$ cat config.mk
export PLATFORM = sky130hd
export DESIGN_NAME = cba_channel_bus_arbiter
export DESIGN_NICKNAME = d
export VERILOG_FILES = /design/src/core/cba_pkg.sv /design/src/core/cba_mem.sv /design/src/core/cba_channel_bus_arbiter.sv
export VERILOG_INCLUDE_DIRS = /design/src /design/src/core
export SDC_FILE = /design/constraint.sdc
export NUM_CORES = 1
export LEC_CHECK = 0
export BUFFER_PORTS_ARGS = -buffer_cell sky130_fd_sc_hd__buf_2
export CAP_MARGIN = 30
export CORE_MARGIN = 4
export CORE_UTILIZATION = 50
export DETAILED_ROUTE_END_ITERATION = 6
export PLACE_DENSITY = 0.67
export SYNTH_ARGS = -nofsm -noshare
export SYNTH_HDL_FRONTEND = slang
export SYNTH_SLANG_ARGS = --single-unit
export TNS_END_PERCENT = 20
$ cat constraint.sdc
create_clock -name pclk -period 4.93 [get_ports pclk]
set_input_delay 0.2465 -clock pclk [delete_from_list [all_inputs] [get_ports pclk]]
set_output_delay 0.2465 -clock pclk [all_outputs]
set_load 0.005 [all_outputs]
$ cat src/core/cba_cfg.svh
`ifndef CBA_CFG_SVH
`define CBA_CFG_SVH

// ----------------------------------------------------------------
// register map (byte addresses)
// ----------------------------------------------------------------
`define CBA_A_CTRL     8'h00
`define CBA_A_ATTN     8'h04
`define CBA_A_PTRSEL   8'h08
`define CBA_A_MAILBOX  8'h0c
`define CBA_A_LMTADDR  8'h10
`define CBA_A_LMTDATA  8'h14
`define CBA_A_QEMPTY   8'h18
`define CBA_A_STATUS   8'h1c
`define CBA_A_LAST     8'h1c

// ----------------------------------------------------------------
// field positions and reset values
// ----------------------------------------------------------------
`define CBA_B_PTROP    0
`define CBA_B_LIMIT_OP_REQUEST     1
`define CBA_B_DIR      8
`define CBA_B_BUSY     16
`define CBA_ATTN_RST   2'b11
`define CBA_IDX_W      4
`define CBA_LIM_W      9
`define CBA_NUM_Q      4'ha

// ----------------------------------------------------------------
// request classes, bit index = rank when not transmitting
// ----------------------------------------------------------------
`define CBA_C_RXDU     0
`define CBA_C_TXDU     1
`define CBA_C_REQD     2
`define CBA_C_INPUT_UNIT_DESCRIPTOR     3
`define CBA_C_CNF      4
`define CBA_C_PSPMV    5
`define CBA_C_PSPRD    6
`define CBA_C_LIMIT_OP_REQUEST     7
`define CBA_C_POINTER_OP_REQUEST     8
`define CBA_NCLS       9
`define CBA_NCHAN      7

// ----------------------------------------------------------------
// page geometry
// ----------------------------------------------------------------
`define CBA_MASK_1K    12'h3ff
`define CBA_MASK_4K    12'hfff
`define CBA_STEP_WORD  12'h004
`define CBA_STEP_DESC  12'h008

`endif

$ cat src/core/cba_pkg.sv
`default_nettype none
package cba_pkg;

    // memory address: page number then offset within the page
    typedef struct packed {
        logic [15:0] page;
        logic [11:0] offset;
    } cba_addr_t;

    typedef enum logic [6:0] {
        CBA_IDLE = 7'h01,
        CBA_PRD  = 7'h02,
        CBA_PWT  = 7'h04,
        CBA_BUS  = 7'h08,
        CBA_PWB  = 7'h10,
        CBA_LOP  = 7'h20,
        CBA_LWT  = 7'h40
    } cba_fsm_t;

    typedef struct packed {
        cba_fsm_t fsm;
        logic [8:0] grant;
        logic [3:0] idx;
        cba_addr_t ptr;
        cba_addr_t nptr;
        cba_addr_t addr;
        logic [8:0] lim;
        logic two;
        logic word;
        logic mem_req;
        logic mem_wr;
        logic [31:0] mem_wdata;
        logic [31:0] chan_rdata;
        logic chan_beat;
        logic chan_done;
        logic bus_req;
        logic [1:0] attn;
        logic desc_4k;
        logic [3:0] ptr_sel;
        logic ptr_load;
        cba_addr_t mailbox;
        logic [3:0] lmt_idx;
        logic lmt_wr;
        logic [8:0] lmt_data;
        logic [9:0] qempty;
        logic pready;
        logic pslverr;
        logic [31:0] prdata;
    } cba_state_t;

endpackage
`default_nettype wire

$ cat src/core/cba_mem.sv
`timescale 1ns/1ns
`default_nettype none
module cba_mem #(
    parameter int WIDTH = 28,
    parameter int DEPTH = 16,
    parameter int AW = 4
) (
    input wire logic pclk,
    input wire logic presetn,
    input wire logic we,
    input wire logic [AW-1:0] waddr,
    input wire logic [WIDTH-1:0] wdata,
    input wire logic [AW-1:0] raddr,
    output logic [WIDTH-1:0] rdata_r
);
    logic [WIDTH-1:0] mem [DEPTH];

    initial begin
        if (DEPTH > (1 << AW)) begin
            $error("cba_mem: depth does not fit address width");
        end
    end

    // ----------------------------------------------------------------
    // storage, no reset: contents are loaded by software before use
    // ----------------------------------------------------------------
    always_ff @(posedge pclk) begin
        if (we && (int'(waddr) < DEPTH)) begin
            mem[waddr] <= wdata;
        end
    end

    // registered read port; out-of-range entries read as zero
    always_ff @(posedge pclk or negedge presetn) begin
        if (!presetn) begin
            rdata_r <= '0;
        end else if (int'(raddr) < DEPTH) begin
            rdata_r <= mem[raddr];
        end else begin
            rdata_r <= '0;
        end
    end
endmodule // cba_mem
`default_nettype wire

$ cat src/core/cba_channel_bus_arbiter.sv
`timescale 1ns/1ns
`default_nettype none
`include "cba_cfg.svh"
module cba_channel_bus_arbiter import cba_pkg::*; #(
    parameter int DATA_W = 32,
    parameter int PTR_DEPTH = 16,
    parameter int LIM_DEPTH = 10
) (
    input wire logic pclk,
    input wire logic presetn,
    input wire logic psel,
    input wire logic penable,
    input wire logic pwrite,
    input wire logic [7:0] paddr,
    input wire logic [31:0] pwdata,
    output logic [31:0] prdata,
    output logic pready,
    output logic pslverr,
    input wire logic transmitting,
    input wire logic [6:0] chan_req,
    input wire logic [6:0][3:0] chan_ptr_idx,
    input wire logic [31:0] chan_wdata,
    output logic [6:0] chan_grant,
    output logic chan_word,
    output logic [31:0] chan_rdata,
    output logic chan_beat,
    output logic chan_done,
    output logic bus_req,
    output logic mem_req,
    output logic mem_wr,
    output logic [27:0] mem_addr,
    output logic [31:0] mem_wdata,
    input wire logic mem_ack,
    input wire logic [31:0] mem_rdata
);
    cba_state_t s_r;
    cba_state_t s_nxt;
    logic [27:0] ptr_rdata;
    logic [8:0] lim_rdata;
    logic [3:0] lim_raddr;
    logic ptr_we;
    logic lim_we;

    initial begin
        if (DATA_W != 32 || PTR_DEPTH != 16 || LIM_DEPTH != 10) begin
            $error("cba_channel_bus_arbiter: unsupported geometry");
        end
    end

    // ----------------------------------------------------------------
    // helpers
    // ----------------------------------------------------------------
    // lowest set bit wins; while sending, data fetch and data write trade places
    function automatic logic [8:0] cba_pick(input logic [8:0] p, input logic tx);
        logic [8:0] q;
        logic [8:0] w;
        q = p;
        w = '0;
        if (tx) begin
            q[`CBA_C_RXDU] = p[`CBA_C_TXDU];
            q[`CBA_C_TXDU] = p[`CBA_C_RXDU];
        end
        for (int i = `CBA_NCLS - 1; i >= 0; i--) begin
            if (q[i]) begin
                w = 9'h001 << i;
            end
        end
        cba_pick = w;
        if (tx) begin
            cba_pick[`CBA_C_RXDU] = w[`CBA_C_TXDU];
            cba_pick[`CBA_C_TXDU] = w[`CBA_C_RXDU];
        end
    endfunction

    // bump the offset, keeping the page and wrapping inside the page
    function automatic cba_addr_t cba_step(input cba_addr_t a, input logic [11:0] inc,
                                           input logic [11:0] mask);
        logic [11:0] off;
        off = a.offset + inc;
        cba_step.page = a.page;
        cba_step.offset = (a.offset & ~mask) | (off & mask);
    endfunction

    function automatic logic cba_is_desc(input logic [8:0] g);
        cba_is_desc = g[`CBA_C_REQD] | g[`CBA_C_INPUT_UNIT_DESCRIPTOR] | g[`CBA_C_CNF] | g[`CBA_C_PSPRD];
    endfunction

    // page mask for descriptor queues follows the software page choice
    function automatic logic [11:0] cba_mask(input logic [8:0] g, input logic desc_4k);
        if (cba_is_desc(g) && !desc_4k) begin
            cba_mask = `CBA_MASK_1K;
        end else begin
            cba_mask = `CBA_MASK_4K;
        end
    endfunction

    function automatic logic cba_hit(input logic [7:0] a);
        cba_hit = (a[1:0] == 2'b00) && (a <= `CBA_A_LAST);
    endfunction

    // ----------------------------------------------------------------
    // pointer and limit storage
    // ----------------------------------------------------------------
    // entries 0..9 are the queue pointers, the rest data unit pointers
    assign ptr_we = (s_r.fsm == CBA_PWB);
    assign lim_we = (s_r.fsm == CBA_LOP) && s_r.lmt_wr;
    assign lim_raddr = (s_r.fsm == CBA_LOP) ? s_r.lmt_idx : s_r.idx;

    cba_mem #(.WIDTH(28), .DEPTH(PTR_DEPTH), .AW(`CBA_IDX_W)) u_ptr_mem (
        .pclk(pclk),
        .presetn(presetn),
        .we(ptr_we),
        .waddr(s_r.idx),
        .wdata(s_r.nptr),
        .raddr(s_r.idx),
        .rdata_r(ptr_rdata)
    );

    cba_mem #(.WIDTH(`CBA_LIM_W), .DEPTH(LIM_DEPTH), .AW(`CBA_IDX_W)) u_lim_mem (
        .pclk(pclk),
        .presetn(presetn),
        .we(lim_we),
        .waddr(s_r.lmt_idx),
        .wdata(s_r.lmt_data),
        .raddr(lim_raddr),
        .rdata_r(lim_rdata)
    );

    // ----------------------------------------------------------------
    // next state
    // ----------------------------------------------------------------
    always_comb begin
        logic [8:0] pend;
        logic [8:0] win;
        logic [11:0] mask;
        logic setup;
        logic wr_acc;
        cba_addr_t p;
        pend = '0;
        win = '0;
        mask = '0;
        p = '0;
        s_nxt = s_r;
        s_nxt.chan_beat = 1'b0;
        s_nxt.chan_done = 1'b0;
        s_nxt.pready = 1'b0;
        s_nxt.pslverr = 1'b0;
        setup = psel && !penable;
        wr_acc = psel && penable && s_r.pready && pwrite && cba_hit(paddr);

        // pending jobs: a cleared job bit is a request from software
        pend[`CBA_NCHAN-1:0] = chan_req;
        pend[`CBA_C_LIMIT_OP_REQUEST] = !s_r.attn[`CBA_B_LIMIT_OP_REQUEST];
        pend[`CBA_C_POINTER_OP_REQUEST] = !s_r.attn[`CBA_B_PTROP];
        s_nxt.bus_req = |pend;

        // apb: setup cycle prepares the answer, first access cycle ends it
        if (setup) begin
            s_nxt.pready = 1'b1;
            s_nxt.pslverr = !cba_hit(paddr);
            case (paddr)
                `CBA_A_CTRL: s_nxt.prdata = {31'h0, s_r.desc_4k};
                `CBA_A_ATTN: s_nxt.prdata = {30'h0, s_r.attn};
                `CBA_A_PTRSEL: s_nxt.prdata = {23'h0, s_r.ptr_load, 4'h0, s_r.ptr_sel};
                `CBA_A_MAILBOX: s_nxt.prdata = {4'h0, s_r.mailbox};
                `CBA_A_LMTADDR: s_nxt.prdata = {23'h0, s_r.lmt_wr, 4'h0, s_r.lmt_idx};
                `CBA_A_LMTDATA: s_nxt.prdata = {23'h0, s_r.lmt_data};
                `CBA_A_QEMPTY: s_nxt.prdata = {22'h0, s_r.qempty};
                `CBA_A_STATUS: s_nxt.prdata = {15'h0, s_r.fsm != CBA_IDLE, 7'h0, s_r.grant};
                default: s_nxt.prdata = 32'h0;
            endcase
        end

        // software writes land before hardware sets, so a set wins
        if (wr_acc) begin
            case (paddr)
                `CBA_A_CTRL: s_nxt.desc_4k = pwdata[0];
                `CBA_A_ATTN: s_nxt.attn = s_r.attn & pwdata[1:0];
                `CBA_A_PTRSEL: begin
                    s_nxt.ptr_sel = pwdata[3:0];
                    s_nxt.ptr_load = pwdata[`CBA_B_DIR];
                end
                `CBA_A_MAILBOX: s_nxt.mailbox = pwdata[27:0];
                `CBA_A_LMTADDR: begin
                    s_nxt.lmt_idx = pwdata[3:0];
                    s_nxt.lmt_wr = pwdata[`CBA_B_DIR];
                end
                `CBA_A_LMTDATA: s_nxt.lmt_data = pwdata[8:0];
                `CBA_A_QEMPTY: s_nxt.qempty = s_r.qempty & ~pwdata[9:0];
                default: ;
            endcase
        end

        // job sequencer
        case (s_r.fsm)
            CBA_IDLE: begin
                s_nxt.grant = '0;
                win = cba_pick(pend, transmitting);
                // skip one cycle after a done so the requester can drop
                if (win != '0 && !s_r.chan_done) begin
                    s_nxt.grant = win;
                    s_nxt.idx = s_r.ptr_sel;
                    for (int i = 0; i < `CBA_NCHAN; i++) begin
                        if (win[i]) begin
                            s_nxt.idx = chan_ptr_idx[i];
                        end
                    end
                    if (win[`CBA_C_PSPMV]) begin
                        s_nxt.chan_done = 1'b1;
                    end else if (win[`CBA_C_LIMIT_OP_REQUEST]) begin
                        s_nxt.fsm = CBA_LOP;
                    end else begin
                        s_nxt.fsm = CBA_PRD;
                    end
                end
            end
            CBA_PRD: s_nxt.fsm = CBA_PWT;
            CBA_PWT: begin
                p = ptr_rdata;
                mask = cba_mask(s_r.grant, s_r.desc_4k);
                s_nxt.ptr = p;
                s_nxt.nptr = p;
                s_nxt.lim = lim_rdata;
                s_nxt.word = 1'b0;
                s_nxt.two = 1'b0;
                if (s_r.grant[`CBA_C_POINTER_OP_REQUEST]) begin
                    s_nxt.addr = s_r.mailbox;
                    s_nxt.mem_wr = !s_r.ptr_load;
                end else if (cba_is_desc(s_r.grant)) begin
                    s_nxt.two = 1'b1;
                    s_nxt.nptr = cba_step(p, `CBA_STEP_DESC, mask);
                    if (s_r.grant[`CBA_C_INPUT_UNIT_DESCRIPTOR] || s_r.grant[`CBA_C_CNF]) begin
                        s_nxt.addr = p;
                        s_nxt.mem_wr = 1'b1;
                    end else begin
                        s_nxt.addr = cba_step(p, `CBA_STEP_DESC, mask);
                        s_nxt.mem_wr = 1'b0;
                    end
                end else begin
                    s_nxt.addr = p;
                    s_nxt.nptr = cba_step(p, `CBA_STEP_WORD, mask);
                    s_nxt.mem_wr = s_r.grant[`CBA_C_RXDU];
                end
                s_nxt.fsm = CBA_BUS;
            end
            CBA_BUS: begin
                if (!s_r.mem_req) begin
                    s_nxt.mem_req = 1'b1;
                    if (s_r.grant[`CBA_C_POINTER_OP_REQUEST]) begin
                        s_nxt.mem_wdata = {4'h0, s_r.ptr};
                    end else begin
                        s_nxt.mem_wdata = chan_wdata;
                    end
                end else if (mem_ack) begin
                    s_nxt.mem_req = 1'b0;
                    if (!s_r.mem_wr) begin
                        if (s_r.grant[`CBA_C_POINTER_OP_REQUEST]) begin
                            s_nxt.nptr = mem_rdata[27:0];
                        end else begin
                            s_nxt.chan_rdata = mem_rdata;
                            s_nxt.chan_beat = 1'b1;
                        end
                    end
                    if (s_r.two && !s_r.word) begin
                        s_nxt.word = 1'b1;
                        s_nxt.addr = cba_step(s_r.addr, `CBA_STEP_WORD, `CBA_MASK_4K);
                    end else begin
                        s_nxt.fsm = CBA_PWB;
                    end
                end
            end
            CBA_PWB: begin
                // pointer written back by the storage port this cycle
                mask = cba_mask(s_r.grant, s_r.desc_4k);
                if (cba_is_desc(s_r.grant) && s_r.idx < `CBA_NUM_Q) begin
                    if ((s_r.nptr.offset & mask) >> 3 == {3'h0, s_r.lim}) begin
                        s_nxt.qempty[s_r.idx] = 1'b1;
                    end
                end
                if (s_r.grant[`CBA_C_POINTER_OP_REQUEST]) begin
                    s_nxt.attn[`CBA_B_PTROP] = 1'b1;
                end else begin
                    s_nxt.chan_done = 1'b1;
                end
                s_nxt.fsm = CBA_IDLE;
            end
            CBA_LOP: s_nxt.fsm = CBA_LWT;
            CBA_LWT: begin
                if (!s_r.lmt_wr) begin
                    s_nxt.lmt_data = lim_rdata;
                end
                s_nxt.attn[`CBA_B_LIMIT_OP_REQUEST] = 1'b1;
                s_nxt.fsm = CBA_IDLE;
            end
            default: s_nxt.fsm = CBA_IDLE;
        endcase
    end

    // ----------------------------------------------------------------
    // state register
    // ----------------------------------------------------------------
    always_ff @(posedge pclk or negedge presetn) begin
        if (!presetn) begin
            s_r <= '0;
            s_r.fsm <= CBA_IDLE;
            s_r.attn <= `CBA_ATTN_RST;
        end else begin
            s_r <= s_nxt;
        end
    end

    // outputs straight from the state register
    assign prdata = s_r.prdata;
    assign pready = s_r.pready;
    assign pslverr = s_r.pslverr;
    assign chan_grant = s_r.grant[`CBA_NCHAN-1:0];
    assign chan_word = s_r.word;
    assign chan_rdata = s_r.chan_rdata;
    assign chan_beat = s_r.chan_beat;
    assign chan_done = s_r.chan_done;
    assign bus_req = s_r.bus_req;
    assign mem_req = s_r.mem_req;
    assign mem_wr = s_r.mem_wr;
    assign mem_addr = s_r.addr;
    assign mem_wdata = s_r.mem_wdata;
endmodule // cba_channel_bus_arbiter
`default_nettype wire

==> results of run 1 <==
## critical path, cell delays in order, from the launching register on
cell and delay, ps:
dfrtp_1 430, or4b_4 600, o21ai_2 380, and2_1 670, buf_4 420, nand2_1 100, a311oi_1 420, o32a_1 230
## power groups by stage
stage | Clock, W | Sequential, W | Combinational [W]
6_report | 0.00640 | 0.0102 | 0.00456
4_1_cts | 0.00650 | 0.0102 | 0.00459
3_5_place_dp | 0 | 0.0103 | 0.00449
5_1_grt | 0.00684 | 0.0104 | 0.00500
2_1_floorplan | 0 | 0.00963 | 0.00372
3_3_place_gp | 0 | 0.0102 | 0.00439
## path summary, 6_finish.rpt
| kind | cells past startpoint | slack, ps | to |
|---|---|---|---|
| max in group asynchronous | 3 | 3550 | u_ptr_mem.rdata_r[6] |
| min reg2reg | 2 | 460 | prdata[22] |
| max reg2reg | 7 | 1600 | u_lim_mem.rdata_r[5] |
| min | 4 | 40 | s_r[34] |
| min in group asynchronous | 2 | 200 | s_r[251] |
| max | 7 | 1600 | u_lim_mem.rdata_r[5] |
## sequential cells by signal, summed over array words and instances (netlist names), 7 cells and up
| name | cells |
|---|---|
| u_ptr_mem.mem | 448 |
| s_r | 139 |
| u_lim_mem.mem | 90 |
| chan_rdata | 32 |
| mem_wdata | 32 |
| mem_addr | 28 |
| prdata | 28 |
| u_ptr_mem.rdata_r | 28 |
| u_lim_mem.rdata_r | 9 |
| chan_grant | 7 |
## logic make-up (layout without fill, tap and decap cells)
kind of cell,Yosys count,in the layout,share of synthesized area (%)
and+or+nand+nor,638,638,7.79
other,1,5,0.0107
buffers and inverters,268,595,4.35
muxes,286,286,13.4
adders and majority gates,3,3,0.107
AOI/OAI and AO/OA,309,309,5.47
DFF,849,849,68.2
xor gates and xnor gates,24,24,0.599
## metal layers
layer  track usage (%)  vias up  share of wire, %
met4              7.81        0               3.0
met1              33.9    10900                40
met3              5.48      163               9.5
met2              38.6     1022                47
met5                 0        -                 0
li1                  -     9284                 -
## metrics by stage
stage / power [W] / instances / cell area, um^2 / utilization (%) / hold WS, ps
after global routing: 0.0222 / 3639 / 40600 / 58.7 / 44.0
after detailed placement: 0.0148 / 3371 / 36600 / 53.0 / 304
final: 0.0212 / 3640 / 40600 / 58.7 / 37.8
after global placement: 0.0146 / 3368 / 36600 / 53.0 / 299
after CTS: 0.0213 / 3637 / 40500 / 58.7 / 2.60
after floorplan: 0.0134 / 2381 / 35100 / - / -49.1
## layout by cell type (no fill, tap or decap), drive strengths merged, types with 5 or more instances in the layout
cell         Yosys  layout
a211oi          14      14
a21boi           9       9
a21o             7       7
a21oi           57      57
a221oi           6       6
a222oi           5       5
a22o             7       7
a311oi           8       8
a31oi           23      23
and3             5       5
buf            164     319
clkbuf          94     133
clkinv           1      22
dfrtp          308     308
dlygate4sd3      0     106
edfxtp         538     538
inv              9      11
mux2            73      73
mux2i           73      73
mux4           140     140
nand2          409     409
nand2b           8       8
nand3           43      43
nand3b           5       5
nor2            86      86
nor2b            9       9
nor3            28      28
nor4            12      12
o211ai           6       6
o21ai          129     129
o32a             8       8
or3              5       5
xnor2           11      11
xor2            13      13
## layout make-up
| type | instances | area share [%] |
|---|---|---|
| Sequential cell | 849 | 59.1 |
| Multi-Input combinational cell | 1264 | 23.9 |
| Timing Repair Buffer | 425 | 7.08 |
| Clock buffer | 133 | 6.32 |
| Tap cell | 931 | 2.87 |
| Clock inverter | 27 | 0.620 |
| Inverter | 10 | 0.0926 |
| Antenna cell | 1 | 0.00617 |
==> impl_metrics.ini, run 1 <==
[synthesis]
synth.most_common_cell = edfxtp_1
ys_warn_count = 0
synth_top_area_share_pct = 46.0
yosysSeqAreaShare_pct = 68.2
synthTopCellsByCount = edfxtp_1, nand2_1, dfrtp_1
ys.flop_type = edfxtp_1
yosysTopAreaCell = edfxtp_1
synth_edf_count = 538
netlist_instances = 2378
syn-cell-area_um2 = 35100
avgSynthCellArea_um2 = 14.8
yosys_register_bits = 849
ys_async_sr_fraction_pct = 36.6
synth_area_leaders = edfxtp_1, dfrtp_1, mux4_2, nand2_1, buf_4
synth_cell_types = 73

[pwr]
clkPwrFrac_pct = 30.2
p_switching_w = 0.00640
power_density_nw_per_um2 = 522
intPower_w = 0.0148
p_comb_share_pct = 21.5
p_seq_share_pct = 48.3
peakVddDrop_mv = 0.312
leakagePower_nw = 15.5
power.share.switching_pct = 30.2

[critical_path]
crit_type = reg -> reg
cp-startpoint = s_r[274]
cp_data_arrival_time_ps = 3890
startpoint_type = flip-flop
r2r_start = s_r[274]
endpoint_kind = flip-flop
worstPathMaxFanout = 26
crit_required_ps = 5490

[clocking]
cts_made_buffers = 87
clock_path_buffers = 3
clkSinkCount = 849
post-cts-setup-buffers = 0
clkTransAtPathRegs_ps = 60
clock_latency_ps = 640
cts-hold-fix-buffers = 106
post_cts_resized = 0
htreeDepth = 3
cts_root_buf = clkbuf_16
tritoncts = yes

[die]
coreArea_um2 = 69100
initial_core_util_pct = 50.8
fp.dieH_um = 273
num_rows = 96
design.die.area_um2 = 74500
ioPinCount = 285
die_x_um = 273

[finish]
fillCellCount = 5226
syn_to_final_growth_pct = 15.6
multi_input_area_um2 = 9710
drive_gt1_share_pct = 25.3
fin_nets = 2786
ff_latch_area_um2 = 24000

[timing]
fin_crit_sh_pct = 67.5
hold_viol_final = 0
worst_slack_ps = 1600
setup_tns_ps = 0
relSlewSlack_pct = 29.0
fmax_mhz = 301
finalSetupViolations = 0
period_minus_slack_ps = 3330
rsz0062_at_grt = no
worst_pin_slew_ps = 1070
fin_skew_ps = 34.3
final_max_slew_viol_count = 0

[routing]
vias_per_cell = 5.86
finalWirelength_um = 91200
ant_nets = 0
dr.pass1.iters = 6
wire_per_inst_um = 25.1
route.detailed.drc = 0
drt_iter0_drc = 2399
vias = 21300

[placed_design]
place_congestion = 0.905
pre_cts_slack_ps = 1590
port_buffers = 276
place_hpwl_um = 55400

[grt]
grt_util_all_layers_pct = 24.3
grt_max_degree = 117
antenna_found_initial = 0
grt_pass1_wl_um = 136000
grt_pass1_vias = 21400
overflow = 0

[outcome]
status = completed

[min_path]
hold_class = in -> reg
worstHoldStart = pwdata[0]

[flow_run]
maxCapViolations = 0
No activity file was read; power rests on OpenSTA's default activity.
==> run 2, diff against run 1 <==
Settings changed: ABC_AREA set to 1.
Clock period 4.93 ns to 3.2 ns, I/O delays scaled along.
==> run 2 against run 1 <==
Worst hold slack got worse by 13 ps. Die area fell by 0.55%. Critical path depth rose by 5. Sequential share of layout area fell by 0.43 points. Design area rose by 0.68%. Area after synthesis fell by 0.56%. Register-to-register slack got worse by 1200 ps. Final cell count rose by 17%. Highest routed layer unchanged.
==> impl_metrics.ini, run 2 <==
[routing]
finalWirelength_um = 95800
vias_per_cell = 5.75
ant_nets = 0
dr.pass1.iters = 6
route.detailed.drc = 0
drt_iter0_drc = 2658
wire_per_inst_um = 22.5
vias = 24500

[clocking]
tritoncts = yes
clkSinkCount = 849
clock_path_buffers = 3
cts_made_buffers = 84
cts-hold-fix-buffers = 115
htreeDepth = 3
clock_latency_ps = 650
cts_root_buf = clkbuf_16
clkTransAtPathRegs_ps = 60
post-cts-setup-buffers = 0
post_cts_resized = 0

[pwr]
p_seq_share_pct = 45.9
p_comb_share_pct = 24.3
clkPwrFrac_pct = 29.8
p_switching_w = 0.0113
intPower_w = 0.0227
power.share.switching_pct = 33.2
power_density_nw_per_um2 = 831
peakVddDrop_mv = 0.473
leakagePower_nw = 16.3

[synthesis]
synth_area_leaders = edfxtp_1, dfrtp_1, nand2_1, a22oi_1, buf_4
ys_warn_count = 0
synth.most_common_cell = edfxtp_1
avgSynthCellArea_um2 = 11.7
ys_async_sr_fraction_pct = 36.6
yosysTopAreaCell = edfxtp_1
ys.flop_type = edfxtp_1
synth_edf_count = 538
netlist_instances = 2975
yosys_register_bits = 849
synth_top_area_share_pct = 46.3
syn-cell-area_um2 = 34900
yosysSeqAreaShare_pct = 68.6
synth_cell_types = 48
synthTopCellsByCount = edfxtp_1, nand2_1, dfrtp_1

[critical_path]
cp_data_arrival_time_ps = 3370
critical-path-max-stage-delay_ps = 610
cp_slowest_cell = nor3_2
critical-path-top-delay-family = buffers and inverters
crit_required_ps = 3730
cp_cell_sequence = dlygate4sd3_1, buf_2, nor2_1, nand3_1, nor3_2, nor2_1, nand2_1, nand2_1, dlygate4sd3_1, nand2_1, dlygate4sd3_1, nand2_1
cp_num_buf_inv = 4
crit_type = in -> reg
startpoint_type = input port
cpMostUsedCell = nand2_1
worstPathMaxFanout = 9
endpoint_kind = flip-flop

[grt]
grt_pass1_wl_um = 145000
overflow = 0
grt_pass1_vias = 24300
grt_max_degree = 113
antenna_found_initial = 3
grt_util_all_layers_pct = 25.2

[timing]
relSlewSlack_pct = 38.1
final_max_slew_viol_count = 0
setup_tns_ps = 0
period_minus_slack_ps = 2840
worst_slack_ps = 363
rsz0062_at_grt = no
worst_pin_slew_ps = 926
hold_viol_final = 0
fin_crit_sh_pct = 88.6
finalSetupViolations = 0
fmax_mhz = 353
fin_skew_ps = 48.5

[finish]
fin_nets = 3408
final_core_util_pct = 59.3
largest_reg_flops = 448
layout_common_cells = edfxtp_1, nand2_1, dfrtp_1
multi_input_area_um2 = 8910
ff_latch_area_um2 = 23900
fillCellCount = 5425
antenna_cells = 0
final_common_cell = edfxtp_1
largest-register = u_ptr_mem.mem
stdcell_area_um2 = 40800
drive_gt1_share_pct = 16.8
syn_to_final_growth_pct = 17.0
largestRegisters = u_ptr_mem.mem: 448 flops, s_r: 139 flops, u_lim_mem.mem: 90 flops

[placed_design]
pre_cts_slack_ps = 510
place_hpwl_um = 60500
place_congestion = 0.915
placed_area_um2 = 36800
port_buffers = 276

[die]
design.die.area_um2 = 74100
num_rows = 96
fp.dieH_um = 272
coreArea_um2 = 68800
ioPinCount = 285
initial_core_util_pct = 50.7
die_x_um = 272

[flow_run]
maxCapViolations = 0

[min_path]
hold_class = in -> reg

[outcome]
status = completed
-- run 2: changes by cell type after synthesis, moves of 36 or more --
| cell | before | now |
|---|---|---|
| inv_1 | 9 | 141 |
| nor2_1 | 86 | 220 |
| a22oi_1 | 4 | 227 |
| a21oi_1 | 57 | 191 |
| nand3_1 | 43 | 79 |
| o21ai_0 | 126 | 172 |
| mux2_2 | 68 | 19 |
| mux2i_1 | 72 | 0 |
| mux4_2 | 140 | 0 |
| nand2_1 | 409 | 514 |
-- run 2: routing by layer --
metal | wire length (um) | vias to the layer above | global-route usage, % | share of wire [%]
met5 | 0 | - | 0 | 0
met1 | 39400 | 12200 | 35.4 | 41
met2 | 45400 | 1169 | 40.7 | 47
met3 | 8340 | 188 | 4.25 | 8.7
li1 | - | 11000 | - | -
met4 | 2650 | 0 | 8.07 | 2.8
-- run 2: final timing paths --
check / from / to / slack (ps) / cells past startpoint
worst max-delay path: chan_req[0] / s_r[259] / 360 / 12
worst min-delay path: transmitting / chan_grant[0] / 20 / 4
worst max register to register: s_r[93] / s_r[261] / 410 / 8
worst min register to register: prdata[16] / prdata[16] / 480 / 2
max in group asynchronous: presetn / s_r[223] / 2080 / 3
min in group asynchronous: presetn / prdata[3] / 80 / 2
-- run 2: layout make-up --
class | instances | share of cell area (%)
flip-flops and latches | 849 | 58.6
clock buffers | 115 | 5.81
multi-input cells | 1703 | 21.8
repair buffers | 467 | 8.19
inverters | 154 | 1.42
clock inverters | 43 | 1.27
well taps | 931 | 2.85
-- run 2: per-stage QoR --
step / hold WS (ps) / power (W) / cells
after floorplan: -136 / 0.0207 / 2978
after global placement: 185 / 0.0235 / 3988
after detailed placement: 191 / 0.0238 / 3989
after CTS: 12.8 / 0.0340 / 4262
after global routing: 67.1 / 0.0355 / 4262
final: 24.3 / 0.0339 / 4262
-- run 2: cells by family (layout without fill, tap and decap cells) --
group	Yosys count	count (layout)	share of synthesized area [%]
compound gates	730	730	12.9
xor+xnor	20	20	0.502
fa+ha+maj	3	3	0.108
buf+inv	426	779	6.22
flops	849	849	68.6
mux	19	19	0.613
other cells	1	4	0.0107
simple gates	927	927	11.0
-- run 2: power by group through the flow --
stage	sequential [W]	combinational [W]	clock, W
after floorplan	0.0150	0.00566	0
after global placement	0.0156	0.00787	0
after detailed placement	0.0157	0.00805	0
after CTS	0.0155	0.00822	0.0102
after global routing	0.0158	0.00906	0.0107
final	0.0156	0.00824	0.0101
-- run 2: worst register-to-register path, cell delays in order (launching register included) --
cell	delay [ps]
dfstp_2	580
inv_1	50
nor4_1	500
a21oi_1	190
nand2_1	540
nor2_1	90
nand2_1	100
dlygate4sd3_1	570
nand2_1	60
==> run 3, diff against run 2 <==
Settings changed: CORE_ASPECT_RATIO set to 1.75.
==> run 3 against run 2 <==
Power shrank 0.93%. Highest routed layer unchanged. Non-clock buffer count grew 18. Final cell count shrank 0.84%. Sequential power is essentially flat. Core utilization shrank 0.58 points. Setup slack lost 8.0 ps. Sequential cell count is the same. Combinational power grew 4.9%. Worst hold slack gained 6.5 ps. Maximum frequency shrank 0.28%. Clock power shrank 6%. Design area shrank 1.0%. Largest power group unchanged.
==> impl_metrics.ini, run 3 (synthesized netlist as in run 2, its figures left out) <==
[placed_design]
port_buffers = 276
place_hpwl_um = 66900
place_congestion = 0.962

[routing]
vias = 24400
drt_iter0_drc = 2398
route.detailed.drc = 0
vias_per_cell = 5.77
ant_nets = 0
finalWirelength_um = 98200
dr.pass1.iters = 6
wire_per_inst_um = 23.2

[timing]
fin_skew_ps = 22.8
finalSetupViolations = 0
worst_pin_slew_ps = 1040
relSlewSlack_pct = 30.4
rsz0062_at_grt = no
period_minus_slack_ps = 2840
final_max_slew_viol_count = 0
hold_viol_final = 0
fmax_mhz = 352
setup_tns_ps = 0
fin_crit_sh_pct = 88.9

[critical_path]
rrSetupSlack_ps = 360
critical-path-top-delay-family = simple AND/OR/NAND/NOR gates
path_depth = 9
cp_data_arrival_time_ps = 3350
critical-path-max-stage-delay_ps = 630
reg2reg_to = s_r[261]
r2r_start = s_r[93]
cp-startpoint = s_r[93]
rr_worst_depth = 9
endpoint_kind = flip-flop
cp_cell_sequence = inv_1, nor4_1, buf_4, a21oi_1, nand2_1, nor2_1, nand2_1, dlygate4sd3_1, nand2_1
cpMostUsedCell = nand2_1
cp_num_buf_inv = 3
crit_required_ps = 3710
crit_type = reg -> reg
worstPathMaxFanout = 18
startpoint_type = flip-flop
cp_slowest_cell = dfstp_2

[min_path]
worstHoldStart = paddr[4]
holdPathStages = 5
holdPathEnd = s_r[92]
hold_class = in -> reg

[finish]
final_common_cell = edfxtp_1
largestRegisters = u_ptr_mem.mem: 448 flops, s_r: 139 flops, u_lim_mem.mem: 90 flops
antenna_cells = 0
largest_reg_flops = 448
final_core_util_pct = 58.7
layout_common_cells = edfxtp_1, nand2_1, dfrtp_1
syn_to_final_growth_pct = 15.9
drive_gt1_share_pct = 16.8
largest-register = u_ptr_mem.mem
fin_nets = 3417

[clocking]
clock_latency_ps = 630
clkTransAtPathRegs_ps = 70
clock_path_buffers = 3
cts_root_buf = clkbuf_16
cts_made_buffers = 75
clkSinkCount = 849
htreeDepth = 3
tritoncts = yes

[die]
initial_core_util_pct = 50.7
coreArea_um2 = 68800
fp.dieH_um = 357
die_x_um = 208
num_rows = 127
design.die.area_um2 = 74200
ioPinCount = 285

[pwr]
leakagePower_nw = 16.3
power_density_nw_per_um2 = 832
peakVddDrop_mv = 0.539

[grt]
use_met3_pct = 3.45
grt_max_degree = 113
grt_util_met2_pct = 45.9
overflow = 0
top_usage_layer = met2
grt_util_met1_pct = 31.4
grt_pass1_vias = 24800
antenna_found_initial = 1
grt_pass1_wl_um = 150000
grt_util_all_layers_pct = 26.0

[flow_run]
maxCapViolations = 0

[outcome]
status = completed
-- run 3: changes by cell type in the layout (fill, tap and decap cells not counted), sizes merged --
| cell | delta |
|---|---|
| clkinvlp | -3 |
| buf | +22 |
| inv | +4 |
| clkbuf | -14 |
| clkinv | -17 |
| dlygate4sd3 | -4 |
| bufinv | +4 |
-- run 3: report_power, final --
group	internal, W	switching [W]
clock	0.00551	0.00396
sequential	0.0138	0.00170
combinational	0.00309	0.00555
-- run 3: what timing repair did --
item,CTS,global route
resized for setup,0,0
endpoints found under the hold margin,238,0
hold buffers,111,0
setup buffers,0,0
-- run 3: final cells by class --
class	instances	area [um^2]
fillers	5435	28400
flip-flops and latches	849	23900
multi-input cells	1703	8860
repair buffers	485	3350
clock buffers	101	2100
well taps	903	1130
inverters	154	579
clock inverters	31	457
-- run 3: worst register-to-register path, cell delays in order, from the launching register on --
cell	delay, ps
dfstp_2	630
inv_1	60
nor4_1	290
buf_4	210
a21oi_1	110
nand2_1	560
nor2_1	100
nand2_1	120
dlygate4sd3_1	600
nand2_1	60
-- run 3: through the flow --
stage,std cells,area (um^2),setup WS [ps],power (W),hold slack [ps]
after floorplan,2978,34900,391,0.0207,-136
after global placement,3983,36800,605,0.0239,247
after detailed placement,3983,36800,592,0.0242,261
after CTS,4226,40400,412,0.0338,8.95
after global routing,4226,40400,206,0.0352,76.6
final,4226,40400,355,0.0336,30.9
-- run 3: worst max-delay path by stage --
| stage | slack, ps | endpoint |
|---|---|---|
| 2_1_floorplan | 390 | u_ptr_mem.mem[0][0] |
| 3_3_place_gp | 600 | u_ptr_mem.mem[11][19] |
| 5_1_grt | 210 | s_r[258] |
| 3_5_place_dp | 590 | u_ptr_mem.mem[11][26] |
| 4_1_cts | 410 | s_r[261] |
| 6_report | 360 | s_r[261] |
-- run 3: metal layers --
| layer | wire length [um] | part of all wire (%) |
|---|---|---|
| met1 | 36500 | 37 |
| met3 | 6010 | 6.1 |
| met5 | 0 | 0 |
| met2 | 50100 | 51 |
| met4 | 5560 | 5.7 |
